$ cat src/hw/fpu_exc_pkg.sv
package fpu_exc_pkg;

    // ========================================================================
    // frame formats and vector codes
    // ========================================================================
    localparam logic [7:0] fmt_empty      = 8'h00;
    localparam logic [7:0] fmt_idle       = 8'h60;
    localparam logic [7:0] fmt_fault      = 8'he0;
    localparam int         frame_words    = 3;
    localparam int         fmt_lsb        = 8;
    localparam int         exp_lsb        = 16;

    localparam logic [2:0] vec_unordered  = 3'h0;
    localparam logic [2:0] vec_imprecise  = 3'h1;
    localparam logic [2:0] vec_div_zero   = 3'h2;
    localparam logic [2:0] vec_too_small  = 3'h3;
    localparam logic [2:0] vec_invalid    = 3'h4;
    localparam logic [2:0] vec_too_large  = 3'h5;
    localparam logic [2:0] vec_signaling  = 3'h6;

    // ========================================================================
    // register offsets (axi4-lite byte addresses)
    // ========================================================================
    localparam logic [7:0] off_ctrl       = 8'h00;
    localparam logic [7:0] off_status     = 8'h04;
    localparam logic [7:0] off_instr_addr = 8'h08;
    localparam logic [7:0] off_state      = 8'h0c;
    localparam logic [7:0] off_frame0     = 8'h10;
    localparam logic [7:0] off_frame1     = 8'h14;
    localparam logic [7:0] off_frame2     = 8'h18;
    localparam logic [7:0] off_cmd        = 8'h1c;
    localparam logic [7:0] off_convert    = 8'h20;
    localparam logic [7:0] off_conv_res   = 8'h24;

    // control bit positions (trap enables)
    localparam int ctrl_invalid_bit  = 13;
    localparam int ctrl_too_large_bit = 12;
    localparam int ctrl_imprecise_bit = 9;
    // status bit positions: present byte 15:8, accrued byte 7:0
    localparam int st_invalid_bit    = 13;
    localparam int st_too_large_bit  = 12;
    localparam int acc_invalid_bit   = 7;
    localparam int acc_too_large_bit = 6;
    localparam int acc_imprecise_bit = 3;

    // cmd register bits: 0 save, 1 restore, 2 other instruction, 3 exception
    localparam int cmd_save_bit    = 0;
    localparam int cmd_restore_bit = 1;
    localparam int cmd_instr_bit   = 2;
    localparam int cmd_fault_bit   = 3;

    localparam logic [31:0] reset_zero   = 32'h0000_0000;
    localparam logic [15:0] qnan_exp     = 16'h7fff;
    localparam logic [63:0] qnan_mant    = 64'hffff_ffff_ffff_ffff;
    localparam int          max_kfactor  = 17;
    localparam int          max_exp_dec  = 999;

    typedef enum logic [1:0] {st_empty, st_idle, st_fault} unit_state_e;

    typedef struct packed {
        logic [15:0] exponent;
        logic [63:0] mantissa;
    } ext_operand_s;

    typedef struct packed {
        logic        valid;
        logic [1:0]  size;      // 0 byte, 1 word, 2 long
        logic        is_nan;
        logic        is_inf;
        logic        overflow;
        logic        negative;
        logic [31:0] value;
        logic [63:0] mantissa;
    } int_move_s;

endpackage

$ cat src/hw/fpu_state_frame.sv
`timescale 1ns/1ns
`default_nettype none

module fpu_state_frame (
    input  wire logic        aclk,
    input  wire logic        aresetn,
    input  wire logic        clk_en,
    // axi4-lite slave
    input  wire logic [7:0]  s_axi_awaddr,
    input  wire logic        s_axi_awvalid,
    output logic             s_axi_awready,
    input  wire logic [31:0] s_axi_wdata,
    input  wire logic [3:0]  s_axi_wstrb,
    input  wire logic        s_axi_wvalid,
    output logic             s_axi_wready,
    output logic [1:0]       s_axi_bresp,
    output logic             s_axi_bvalid,
    input  wire logic        s_axi_bready,
    input  wire logic [7:0]  s_axi_araddr,
    input  wire logic        s_axi_arvalid,
    output logic             s_axi_arready,
    output logic [31:0]      s_axi_rdata,
    output logic [1:0]       s_axi_rresp,
    output logic             s_axi_rvalid,
    input  wire logic        s_axi_rready,
    // pipeline side
    input  wire logic        unit_busy,       // current instruction in flight
    input  wire logic        fault_kind_dtype,
    input  wire logic [2:0]  fault_vector_in,
    input  wire fpu_exc_pkg::ext_operand_s fault_operand_in,
    output logic             format_error,
    output logic             frame_valid,
    output logic             trap_taken,
    output logic [2:0]       trap_vector,
    output logic             empty_state
);
    // ========================================================================
    // state
    // ========================================================================
    typedef struct packed {
        fpu_exc_pkg::unit_state_e   state;
        logic [2:0]                 vector;
        fpu_exc_pkg::ext_operand_s  operand;
        logic [31:0]                ctrl;
        logic [31:0]                status;
        logic [31:0]                instr_addr;
        logic [fpu_exc_pkg::frame_words-1:0][31:0] frame;
        logic                       save_pending;
        logic                       fmt_err;
        logic                       trap;
        logic [2:0]                 trap_vec;
        logic [31:0]                convert;
        logic [31:0]                conv_res;
        logic                       aw_hold;
        logic [7:0]                 aw_addr;
        logic                       w_hold;
        logic [31:0]                w_data;
        logic [3:0]                 w_strb;
        logic                       bvalid;
        logic                       rvalid;
        logic [31:0]                rdata;
        logic [1:0]                 rresp;
        logic [1:0]                 bresp;
    } regs_s;

    regs_s r;
    regs_s next_r;

    logic [31:0] moved;
    logic        arith_invalid;
    fpu_exc_pkg::int_move_s mv;

    // byte-lane merge of a register write
    function automatic logic [31:0] merge(input logic [31:0] old, input logic [31:0] d,
                                          input logic [3:0] st);
        for (int i = 0; i < 4; i++) begin
            merge[i*8 +: 8] = st[i] ? d[i*8 +: 8] : old[i*8 +: 8];
        end
    endfunction

    // format code for a state
    function automatic logic [7:0] fmt_of(input fpu_exc_pkg::unit_state_e s);
        unique case (s)
            fpu_exc_pkg::st_empty: fmt_of = fpu_exc_pkg::fmt_empty;
            fpu_exc_pkg::st_idle:  fmt_of = fpu_exc_pkg::fmt_idle;
            fpu_exc_pkg::st_fault: fmt_of = fpu_exc_pkg::fmt_fault;
            default:               fmt_of = fpu_exc_pkg::fmt_empty;
        endcase
    endfunction

    // convert register: [1:0] size, 2 nan, 3 inf, 4 overflow, 5 negative,
    // [18:16] operation for arithmetic check, mantissa high from the operand register
    assign mv = '{valid:    1'b1,
                  size:     r.convert[1:0],
                  is_nan:   r.convert[2],
                  is_inf:   r.convert[3],
                  overflow: r.convert[4],
                  negative: r.convert[5],
                  value:    r.conv_res,
                  mantissa: {r.operand.mantissa}};

    invalid_result u_invalid (
        .op      (r.convert[18:16]),
        .a_inf   (r.convert[19]),
        .a_zero  (r.convert[20]),
        .a_neg   (r.convert[21]),
        .b_inf   (r.convert[22]),
        .b_zero  (r.convert[23]),
        .b_neg   (r.convert[24]),
        .mv      (mv),
        .invalid (arith_invalid),
        .moved   (moved)
    );

    logic aw_take;
    logic w_take;
    logic do_write;
    logic ar_take;
    logic [7:0] fmt_in;

    assign aw_take  = s_axi_awvalid && !r.aw_hold && !r.bvalid;
    assign w_take   = s_axi_wvalid && !r.w_hold && !r.bvalid;
    assign ar_take  = s_axi_arvalid && !r.rvalid;
    assign fmt_in   = r.frame[0][fpu_exc_pkg::fmt_lsb +: 8];

    // ========================================================================
    // next-state logic
    // ========================================================================
    always_comb begin
        logic [7:0]  wa;
        logic [31:0] wd;
        logic [3:0]  ws;
        logic        int_fault;
        next_r = r;
        wa = r.aw_hold ? r.aw_addr : s_axi_awaddr;
        wd = r.w_hold ? r.w_data : s_axi_wdata;
        ws = r.w_hold ? r.w_strb : s_axi_wstrb;
        int_fault = 1'b0;
        next_r.trap = 1'b0;
        next_r.fmt_err = 1'b0;
        do_write = 1'b0;
        if (aw_take) begin
            next_r.aw_hold = 1'b1;
            next_r.aw_addr = s_axi_awaddr;
        end
        if (w_take) begin
            next_r.w_hold = 1'b1;
            next_r.w_data = s_axi_wdata;
            next_r.w_strb = s_axi_wstrb;
        end
        // write completes when address and data are both present
        if ((r.aw_hold || aw_take) && (r.w_hold || w_take) && !r.bvalid) begin
            do_write = 1'b1;
            next_r.aw_hold = 1'b0;
            next_r.w_hold = 1'b0;
            next_r.bvalid = 1'b1;
            next_r.bresp = 2'b00;
            unique case (wa)
                fpu_exc_pkg::off_ctrl:       next_r.ctrl = merge(r.ctrl, wd, ws);
                fpu_exc_pkg::off_status:     next_r.status = merge(r.status, wd, ws);
                fpu_exc_pkg::off_instr_addr: next_r.instr_addr = merge(r.instr_addr, wd, ws);
                fpu_exc_pkg::off_frame0:     next_r.frame[0] = merge(r.frame[0], wd, ws);
                fpu_exc_pkg::off_frame1:     next_r.frame[1] = merge(r.frame[1], wd, ws);
                fpu_exc_pkg::off_frame2:     next_r.frame[2] = merge(r.frame[2], wd, ws);
                fpu_exc_pkg::off_convert:    next_r.convert = merge(r.convert, wd, ws);
                fpu_exc_pkg::off_conv_res:   next_r.conv_res = merge(r.conv_res, wd, ws);
                fpu_exc_pkg::off_cmd: begin
                    if (wd[fpu_exc_pkg::cmd_save_bit])
                        next_r.save_pending = 1'b1;
                    if (wd[fpu_exc_pkg::cmd_restore_bit]) begin
                        unique case (fmt_in)
                            fpu_exc_pkg::fmt_empty: begin
                                next_r.state = fpu_exc_pkg::st_empty;
                                next_r.ctrl = fpu_exc_pkg::reset_zero;
                                next_r.status = fpu_exc_pkg::reset_zero;
                                next_r.instr_addr = fpu_exc_pkg::reset_zero;
                            end
                            fpu_exc_pkg::fmt_idle: next_r.state = fpu_exc_pkg::st_idle;
                            fpu_exc_pkg::fmt_fault: begin
                                next_r.state = fpu_exc_pkg::st_fault;
                                next_r.vector = r.frame[0][2:0];
                                next_r.operand = '{exponent: r.frame[0][31:16],
                                                   mantissa: {r.frame[1], r.frame[2]}};
                            end
                            default: next_r.fmt_err = 1'b1;
                        endcase
                    end
                    if (wd[fpu_exc_pkg::cmd_instr_bit] &&
                        r.state == fpu_exc_pkg::st_empty)
                        next_r.state = fpu_exc_pkg::st_idle;
                    if (wd[fpu_exc_pkg::cmd_fault_bit]) begin
                        next_r.state = fpu_exc_pkg::st_fault;
                        next_r.vector = fault_kind_dtype ? fault_vector_in : fault_vector_in;
                        next_r.operand = fault_operand_in;
                    end
                end
                default: next_r.bresp = 2'b10; // unmapped: slave error
            endcase
        end
        if (r.bvalid && s_axi_bready)
            next_r.bvalid = 1'b0;

        // integer move out: destination written in the same cycle as the trap
        if (do_write && wa == fpu_exc_pkg::off_convert) begin
            int_fault = wd[2] || wd[3] || wd[4];
            if (wd[1:0] == 2'd3)
                int_fault = 1'b0;
        end
        if (r.convert[7] && r.convert[1:0] != 2'd3) begin
            // one-shot execution of the staged move
            next_r.convert[7] = 1'b0;
            next_r.conv_res = moved;
            if (r.convert[2] || r.convert[3] || r.convert[4]) begin
                next_r.status[fpu_exc_pkg::st_invalid_bit] = 1'b1;
                next_r.status[fpu_exc_pkg::acc_invalid_bit] = 1'b1;
                if (r.ctrl[fpu_exc_pkg::ctrl_invalid_bit]) begin
                    next_r.trap = 1'b1;
                    next_r.trap_vec = fpu_exc_pkg::vec_invalid;
                    next_r.state = fpu_exc_pkg::st_fault;
                    next_r.vector = fpu_exc_pkg::vec_invalid;
                end
            end
        end
        // arithmetic invalid check
        if (r.convert[8]) begin
            next_r.convert[8] = 1'b0;
            if (arith_invalid) begin
                next_r.status[fpu_exc_pkg::st_invalid_bit] = 1'b1;
                next_r.status[fpu_exc_pkg::acc_invalid_bit] = 1'b1;
                next_r.operand = '{exponent: fpu_exc_pkg::qnan_exp,
                                   mantissa: fpu_exc_pkg::qnan_mant};
                if (r.ctrl[fpu_exc_pkg::ctrl_invalid_bit]) begin
                    next_r.trap = 1'b1;
                    next_r.trap_vec = fpu_exc_pkg::vec_invalid;
                end
            end
        end
        // overflow: too-large trap if enabled, else imprecise trap if imprecise enabled
        if (r.convert[9]) begin
            next_r.convert[9] = 1'b0;
            next_r.status[fpu_exc_pkg::st_too_large_bit] = 1'b1;
            next_r.status[fpu_exc_pkg::acc_too_large_bit] = 1'b1;
            next_r.status[fpu_exc_pkg::acc_imprecise_bit] = 1'b1;
            if (!r.ctrl[fpu_exc_pkg::ctrl_too_large_bit] &&
                r.ctrl[fpu_exc_pkg::ctrl_imprecise_bit]) begin
                next_r.trap = 1'b1;
                next_r.trap_vec = fpu_exc_pkg::vec_imprecise;
            end else if (r.ctrl[fpu_exc_pkg::ctrl_too_large_bit]) begin
                next_r.trap = 1'b1;
                next_r.trap_vec = fpu_exc_pkg::vec_too_large;
            end
        end
        // state save once the unit is quiet or stalled on a fault
        if (r.save_pending && (!unit_busy || r.state == fpu_exc_pkg::st_fault)) begin
            next_r.save_pending = 1'b0;
            // operand and vector only carried by fault frames
            if (r.state == fpu_exc_pkg::st_fault) begin
                next_r.frame[0] = {r.operand.exponent, fmt_of(r.state),
                                   5'h00, r.vector};
                next_r.frame[1] = r.operand.mantissa[63:32];
                next_r.frame[2] = r.operand.mantissa[31:0];
                next_r.state = fpu_exc_pkg::st_idle;
            end else begin
                next_r.frame[0] = {16'h0000, fmt_of(r.state), 8'h00};
                next_r.frame[1] = 32'h0000_0000;
                next_r.frame[2] = 32'h0000_0000;
            end
        end
        // reads
        if (ar_take) begin
            next_r.rvalid = 1'b1;
            next_r.rresp = 2'b00;
            unique case (s_axi_araddr)
                fpu_exc_pkg::off_ctrl:       next_r.rdata = r.ctrl;
                fpu_exc_pkg::off_status:     next_r.rdata = r.status;
                fpu_exc_pkg::off_instr_addr: next_r.rdata = r.instr_addr;
                fpu_exc_pkg::off_state:      next_r.rdata = {27'h0, r.save_pending,
                                                             fmt_of(r.state) == 8'h0 ? 1'b0 : 1'b1,
                                                             r.vector};
                fpu_exc_pkg::off_frame0:     next_r.rdata = r.frame[0];
                fpu_exc_pkg::off_frame1:     next_r.rdata = r.frame[1];
                fpu_exc_pkg::off_frame2:     next_r.rdata = r.frame[2];
                fpu_exc_pkg::off_cmd:        next_r.rdata = 32'h0000_0000;
                fpu_exc_pkg::off_convert:    next_r.rdata = r.convert;
                fpu_exc_pkg::off_conv_res:   next_r.rdata = r.conv_res;
                default: begin
                    next_r.rdata = 32'h0000_0000;
                    next_r.rresp = 2'b10;
                end
            endcase
        end
        if (r.rvalid && s_axi_rready)
            next_r.rvalid = 1'b0;
        if (int_fault) begin
            next_r.convert[7] = 1'b1;
        end
    end

    // ========================================================================
    // register
    // ========================================================================
    always_ff @(posedge aclk) begin
        if (!aresetn) begin
            r <= '0;
            r.state <= fpu_exc_pkg::st_empty;
            r.operand <= '{exponent: fpu_exc_pkg::qnan_exp,
                           mantissa: fpu_exc_pkg::qnan_mant};
        end else if (clk_en) begin
            r <= next_r;
        end
    end

    assign s_axi_awready = !r.aw_hold && !r.bvalid;
    assign s_axi_wready  = !r.w_hold && !r.bvalid;
    assign s_axi_bvalid  = r.bvalid;
    assign s_axi_bresp   = r.bresp;
    assign s_axi_arready = !r.rvalid;
    assign s_axi_rvalid  = r.rvalid;
    assign s_axi_rdata   = r.rdata;
    assign s_axi_rresp   = r.rresp;
    assign format_error  = r.fmt_err;
    assign frame_valid   = !r.save_pending;
    assign trap_taken    = r.trap;
    assign trap_vector   = r.trap_vec;
    assign empty_state   = r.state == fpu_exc_pkg::st_empty;
endmodule // fpu_state_frame

`default_nettype wire

$ cat src/hw/invalid_result.sv
`timescale 1ns/1ns
`default_nettype none

// ============================================================================
// invalid operand detection and trap-disabled result shaping
// ============================================================================
module invalid_result (
    input  wire logic [2:0]  op,          // 0 add 1 sub 2 mul 3 div 4 root
    input  wire logic        a_inf,
    input  wire logic        a_zero,
    input  wire logic        a_neg,
    input  wire logic        b_inf,
    input  wire logic        b_zero,
    input  wire logic        b_neg,
    input  wire fpu_exc_pkg::int_move_s mv,
    output logic             invalid,
    output logic [31:0]      moved
);
    // largest integer of a size, by sign
    function automatic logic [31:0] sat(input logic [1:0] sz, input logic neg);
        unique case (sz)
            2'd0:    sat = neg ? 32'h0000_0080 : 32'h0000_007f;
            2'd1:    sat = neg ? 32'h0000_8000 : 32'h0000_7fff;
            default: sat = neg ? 32'h8000_0000 : 32'h7fff_ffff;
        endcase
    endfunction

    // arithmetic invalid cases
    always_comb begin
        unique case (op)
            3'd0:    invalid = a_inf && b_inf && (a_neg != b_neg);
            3'd1:    invalid = a_inf && b_inf && (a_neg == b_neg);
            3'd2:    invalid = (a_zero && b_inf) || (a_inf && b_zero);
            3'd3:    invalid = (a_zero && b_zero) || (a_inf && b_inf);
            3'd4:    invalid = a_neg && !a_zero;
            default: invalid = 1'b0;
        endcase
    end

    // integer move-out result
    always_comb begin
        if (mv.is_nan) begin
            unique case (mv.size)
                2'd0:    moved = {24'h0, mv.mantissa[63:56]};
                2'd1:    moved = {16'h0, mv.mantissa[63:48]};
                default: moved = mv.mantissa[63:32];
            endcase
        end else if (mv.is_inf || mv.overflow) begin
            moved = sat(mv.size, mv.negative);
        end else begin
            moved = mv.value;
        end
    end
endmodule // invalid_result

`default_nettype wire

$ cat config.mk
export PLATFORM = sky130hd
export DESIGN_NAME = fpu_state_frame
export DESIGN_NICKNAME = d
export VERILOG_FILES = /design/src/hw/fpu_exc_pkg.sv /design/src/hw/fpu_state_frame.sv /design/src/hw/invalid_result.sv
export SDC_FILE = /design/constraint.sdc
export NUM_CORES = 1
export LEC_CHECK = 0
export ABC_AREA = 1
export BUFFER_PORTS_ARGS = -buffer_cell sky130_fd_sc_hd__buf_2
export CAP_MARGIN = 40
export CORE_MARGIN = 3
export CORE_UTILIZATION = 40
export CTS_CLUSTER_SIZE = 24
export DETAILED_ROUTE_END_ITERATION = 6
export SETUP_SLACK_MARGIN = 0.15
export SYNTH_ARGS = -nofsm -noshare
export SYNTH_HDL_FRONTEND = slang
export SYNTH_SLANG_ARGS = --single-unit
$ cat constraint.sdc
create_clock -name aclk -period 2.5 [get_ports aclk]
set_input_delay 0.125 -clock aclk [delete_from_list [all_inputs] [get_ports aclk]]
set_output_delay 0.125 -clock aclk [all_outputs]
set_load 0.005 [all_outputs]
* Word level (Yosys, flattened, before mapping)
Index checks and enable logic that the tools add are counted.
Word-level totals: register bits after elaboration 431, word-level logic and storage cells 327, input bits 145, output and inout bits 48
Cells by class: reduce and logical (&&, ||, !) cells 130, equal/unequal tests 49, mux-type cells 92
Operators by type and width (number):
- $pmux W32 S2 | 5
- $mux W32 | 9
- $pmux W32 S9 | 1
- $mux W279 | 1
- $mux W96 | 2
- $mux W181 | 1
- $mux W85 | 2
- $mux W80 | 2
- $mux W97 | 1
- $mux W8 | 11
- $reduce_and A6 Y1 | 14
- $mux W83 | 1
- $reduce_and A4 Y1 | 20
- $eq A8 B5 Y1 const B | 8
- $reduce_bool A2 Y1 | 29
- $mux W43 | 1
- $mux W4 | 10
- $mux W37 | 1
- $mux W35 | 1
- $eq A8 B6 Y1 const B | 4
- $logic_not A8 Y1 | 4
- $ne A2 B2 Y1 const B | 14
- $mux W1 | 26
- $eq A8 B4 Y1 const B | 3
- other kinds (33) | 100

* Depth between registers and ports, before layout
depth in word-level cells 12, gate-level depth with buffers 15, mapped depth without buffers 14

* Hierarchy
Synthesis repeated with hierarchy kept, for this count alone.
Second synthesis, totals: cell total of the unflattened synthesis 3930, area total of the unflattened synthesis 23904.2 sq um
By module, submodules not included:
- fpu_state_frame | area each 22912.0 sq um, seq. area each 8588.2 sq um, times used 1, cells each 3688
- invalid_result | area each 992.2 sq um, seq. area each 0.0 sq um, times used 1, cells each 242

* Worst setup path before layout
OpenSTA, ideal clock, no wires.
kind reg2reg, start point register r[429] in the netlist's numbering, end point register r[155] in the netlist's numbering, cell stages (with the launch flop) 13, data required time 2.430 ns, buffers on the path 3, data arrival time 1.914 ns, setup slack 0.516 ns, clock period less this slack 1.984 ns, setup time 0.070 ns, cell sequence dfxtp_1 inv_1 ha_1 clkbuf_1 inv_1 nand2_1 nand2_1 clkbuf_1 buf_1 nand3_1 o21ai_0 o21ai_0 a21oi_1
Between the ends: word-level cells in the longest chain between the ends 5, elaborated cells on any way between the ends 9, classes of those cells eq/ne: 1; mux: 2; reduce/logical: 6
Ends and longest elaborated chain:
- from (decl) | RTL line fpu_state_frame.sv:66 | regs_s r;
- from (signal assigned) | RTL line fpu_state_frame.sv:309 | r <= next_r;
- $eq A2 B2 Y1 (*) | RTL line fpu_state_frame.sv:254, fpu_state_frame.sv:257
- $logic_or A1 B1 Y1 | RTL line fpu_state_frame.sv:254 | if (r.save_pending && (!unit_busy || r.state == fpu_exc_pkg::st_fault)) begin
- $logic_and A1 B1 Y1 | RTL line fpu_state_frame.sv:254
- $reduce_bool A2 Y1 (no source line)
- $reduce_and A4 Y1 (no source line)
Mark *: on every way between the ends. The rest lies on a longest branch, timed or not. A chain may end at the register's enable or synchronous reset.

* Final worst setup path
start point register r[74] in the netlist's numbering, end point register r[274] in the netlist's numbering
Between the ends: word-level cells in the longest chain between the ends 7, elaborated cells on any way between the ends 13, classes of those cells eq/ne: 2; mux: 4; reduce/logical: 7
Ends and longest elaborated chain:
- $logic_not A1 Y1 | RTL line fpu_state_frame.sv:122 | assign w_take = s_axi_wvalid && !r.w_hold && !r.bvalid;
- $logic_and A1 B1 Y1 (2 in a row) | RTL line fpu_state_frame.sv:122
- $logic_or A1 B1 Y1 | RTL line fpu_state_frame.sv:152 | if ((r.aw_hold || aw_take) && (r.w_hold || w_take) && !r.bvalid) begin
- $logic_and A1 B1 Y1 (2 in a row) | RTL line fpu_state_frame.sv:152
- $reduce_and A6 Y1 (no source line)
Several ways; a longest one is shown, not always the timed one. The select of a mux whose other input is x is not followed.

==> results.tsv <==
stage	metric	value	unit
run_status	status	finished clean	
critical_path	timing.critical_path.required	2990	ps
yosys	synthArstFlopShare	0	%
finish	diodes	0	
pwr	clkPwrFrac	44.3	%
timing	slew_violations	0	
yosys	syn_area	23850	um^2
yosys	synth_top_area_share	36.02	%
detailed_routing	ant_nets	0	
timing	hold_viol	0	
die	ios	193	
critical_path	timing.rr.end	r[274]	
finish	final_nets	4335	
yosys	postSynthAreaPerCell	6.103	um^2
detailed_routing	drt_iter0_drc	3320	
timing	min_period	2265	ps
pwr	internal_power	12.26	mW
pwr	leakage	13.15	nW
flow_run	max_cap_violations	0	
timing	fmax	441.5	MHz
pwr	power.switching	4.668	mW
die	fp-row-count	88	
global_routing	grt_use_total	31.49	%
critical_path	crit_buf_inv	2	
cts	clk_latency	610	ps
detailed_routing	wl	102400	um
cts	cts_made_buffers	50	
pwr	combinationalPowerShare	13.6	%
timing	slew_headroom	46.96	%
place	portBuffers	189	
timing	rsz0062_at_grt	true	
cts	clock_path_buffers	3	
cts	cts.sinks	429	
hold_path	hold_depth	6	
critical_path	critPathMaxStageDelay	350	ps
cts	cts_root_buf	clkbuf_16	
timing	post-route-period-util	90.60	%
cts	htreeDepth	2	
cts	path_clk_slew	60	ps
global_routing	grt_pass1_wl	151300	um
yosys	synth.distinct_cells	39	
timing	setup_ws	235.0	ps
timing	setup_viol	0	
global_routing	grt_start_max_net_pins	81	
place	hpwl	74220	um
critical_path	startpoint_type	flip-flop	
critical_path	path_delay_family	simple AND/OR/NAND/NOR gates	
detailed_routing	drc	0	
yosys	synth-edff-count	0	
die	fp.dieArea	62580	um^2
yosys	synth-seq-area-share	36.02	%
cts	cts_tree	built	
finish	syn_to_final_growth	22.44	%
pwr	peakVddDrop	0.4431	mV
yosys	synth_area_leader_cell	dfxtp_1	
yosys	yosys_register_bits	429	
timing	tightest_slew	795.6	ps
critical_path	worstSetupPathType	reg -> reg	
yosys	yosysWarnings	0	
yosys	synth.most_common_cell	nand2_1	
critical_path	path_max_fanout	10	
yosys	synth-main-ff-cell	dfxtp_1	
critical_path	cpMaxStageDelayCell	dfxtp_1	
die	initial_utilization	40.86	%
hold_path	hold_path.class	in -> reg	
yosys	synth.area.top_cells	dfxtp_1 (36%), nand2_1 (18%), o21ai_0 (9.7%)	
critical_path	cpMostUsedCell	nor2_1	
place	place_area	26220	um^2
pwr	seqPwrFrac	42.1	%
critical_path	reg2reg_slack	240	ps
pwr	switching_share	27.58	%
timing	fin_skew	19.10	ps
pwr	power_density	579.7	nW/um^2
global_routing	grt_pass1_vias	23690	
die	die_w	250.2	um
detailed_routing	drt_pass1_iterations	6	
critical_path	path_cells	buf_4 > nor2_1 > nor2_1 > o21ai_2 > nor2_2 > buf_4 > nand2_4 > nor2_1 > nand2_1 > o21ai_0 > nor2_1	
detailed_routing	vias	26780	
die	dieHeight	250.2	um
finish	drive_above_1_share	14.67	%
finish	nFillCells	6130	
detailed_routing	viasPerCell	5.366	
detailed_routing	wire_per_inst	20.53	um
global_routing	grt_overflow	0	
hold_path	hold_path_end	mv[33]	
yosys	synthTopCellsByCount	nand2_1 (1123), nor2_1 (503), o21ai_0 (462)	
global_routing	antenna_found_initial	1	
place	gp_congestion	1.002	
die	core_area	58360	um^2
hold_path	worstHoldStart	fault_operand_in[33]	
cts	cts_setup_buffers	0	
critical_path	r2r_start	r[74]	
critical_path	crit_arrival	2760	ps
critical_path	worstRegToRegCells	11	
yosys	netlist_instances	3907	
finish	finalInstanceArea	29200	um^2
critical_path	critPathCaptureType	flip-flop	
timing	setup_tns	0	ps
timing	holdWs	3.299	ps
place	place_ws	163.8	ps
## power groups by stage
stage / Clock, mW / Sequential [mW] / Combinational [mW]
floorplan: 0 / 7.22 / 1.22
global placement: 0 / 7.27 / 2.07
detailed placement: 0 / 7.27 / 2.09
CTS: 7.56 / 7.12 / 2.25
global route: 7.84 / 7.14 / 2.50
finish: 7.50 / 7.13 / 2.30
## worst max-delay path by stage
| stage | from | end | slack (ps) | cells after the start |
|---|---|---|---|---|
| final | r[74] | r[274] | 240 | 11 |
| after global routing | r[74] | r[214] | 140 | 11 |
| after CTS | r[74] | r[192] | 190 | 10 |
| after detailed placement | r[83] | r[333] | 160 | 14 |
| after global placement | r[83] | r[301] | 190 | 11 |
| after floorplan | r[429] | r[155] | 520 | 12 |
## worst min-delay path, stage by stage
cell and delay [ps]:
buf_2 70, or2_2 130, nand3_1 80, nand3_1 80
nand2_1 50, nand2_1 40
## routing by layer
metal | GRT usage [%] | vias to the layer above | routed length (um)
met5 | 0 | - | 0
met4 | 13.32 | 0 | 4806
met3 | 5.513 | 207 | 10270
met2 | 48.17 | 1290 | 44000
met1 | 43.65 | 12250 | 43370
li1 | - | 13040 | -
## cell usage in the layout, fill, tap and decap left out, drive strengths merged
master          n
o31ai           1
nand2        1128
o21ai         497
or2           106
nor2          514
a32oi           1
nand3         311
xor2            1
nor3            9
o221ai          1
ha              2
o2111ai         1
a211oi          1
dfxtp         429
o211ai          1
and3            1
a22oi           6
o21a            1
bufinv          1
buf           372
dlygate4sd3   124
conb            2
clkinvlp        3
clkbuf         82
a21oi         294
inv           299
o22ai          18
clkinv          9
nand4           2
a2bb2oi         9
## registers in the layout, summed over array words and instances, names as in the netlist
name,cells
r,278
mv,102
s_axi_rdata,32
fmt_in,8
trap_vector,3
format_error,1
s_axi_bresp,1
s_axi_bvalid,1
s_axi_rresp,1
s_axi_rvalid,1
trap_taken,1
## kinds of logic (layout without fill, tap and decap cells)
| kind of cell | count (synthesis) | count (layout) | share of synthesized area (%) |
|---|---|---|---|
| simple gates | 2071 | 2071 | 35.80 |
| xor+xnor | 1 | 1 | 0.03674 |
| flops | 429 | 429 | 36.02 |
| fa+ha+maj | 2 | 2 | 0.1049 |
| other cells | 1 | 2 | 0.01573 |
| compound gates | 831 | 831 | 17.93 |
| buf+inv | 572 | 890 | 10.09 |
## stage by stage
stage                     cells  util, %  power [mW]
final                      4991    50.03       16.93
after CTS                  4990    49.91       16.93
after floorplan            3908        -       8.437
after detailed placement   4776    44.94       9.364
after global routing       4991    50.03       17.48
after global placement     4775    44.89       9.344
## final cells by class
cell class	count	area [um^2]	area share [%]
Clock buffer	82	1585	5.430
Clock inverter	8	75.07	0.2571
Inverter	303	1146	3.926
Multi-Input combinational cell	2907	12940	44.33
Sequential cell	429	8592	29.43
Tap cell	765	957.2	3.278
Timing Repair Buffer	496	3890	13.32
Timing Repair inverter	1	7.507	0.02571
## what timing repair did
action                                  CTS  global route
pin swaps                                 0             0
hold buffers                            124             0
gates cloned                              0             1
endpoints found under the setup margin    3           148
resized for setup                         1            21
endpoints found under the hold margin   155             0
No activity file was read; power rests on OpenSTA's default activity.
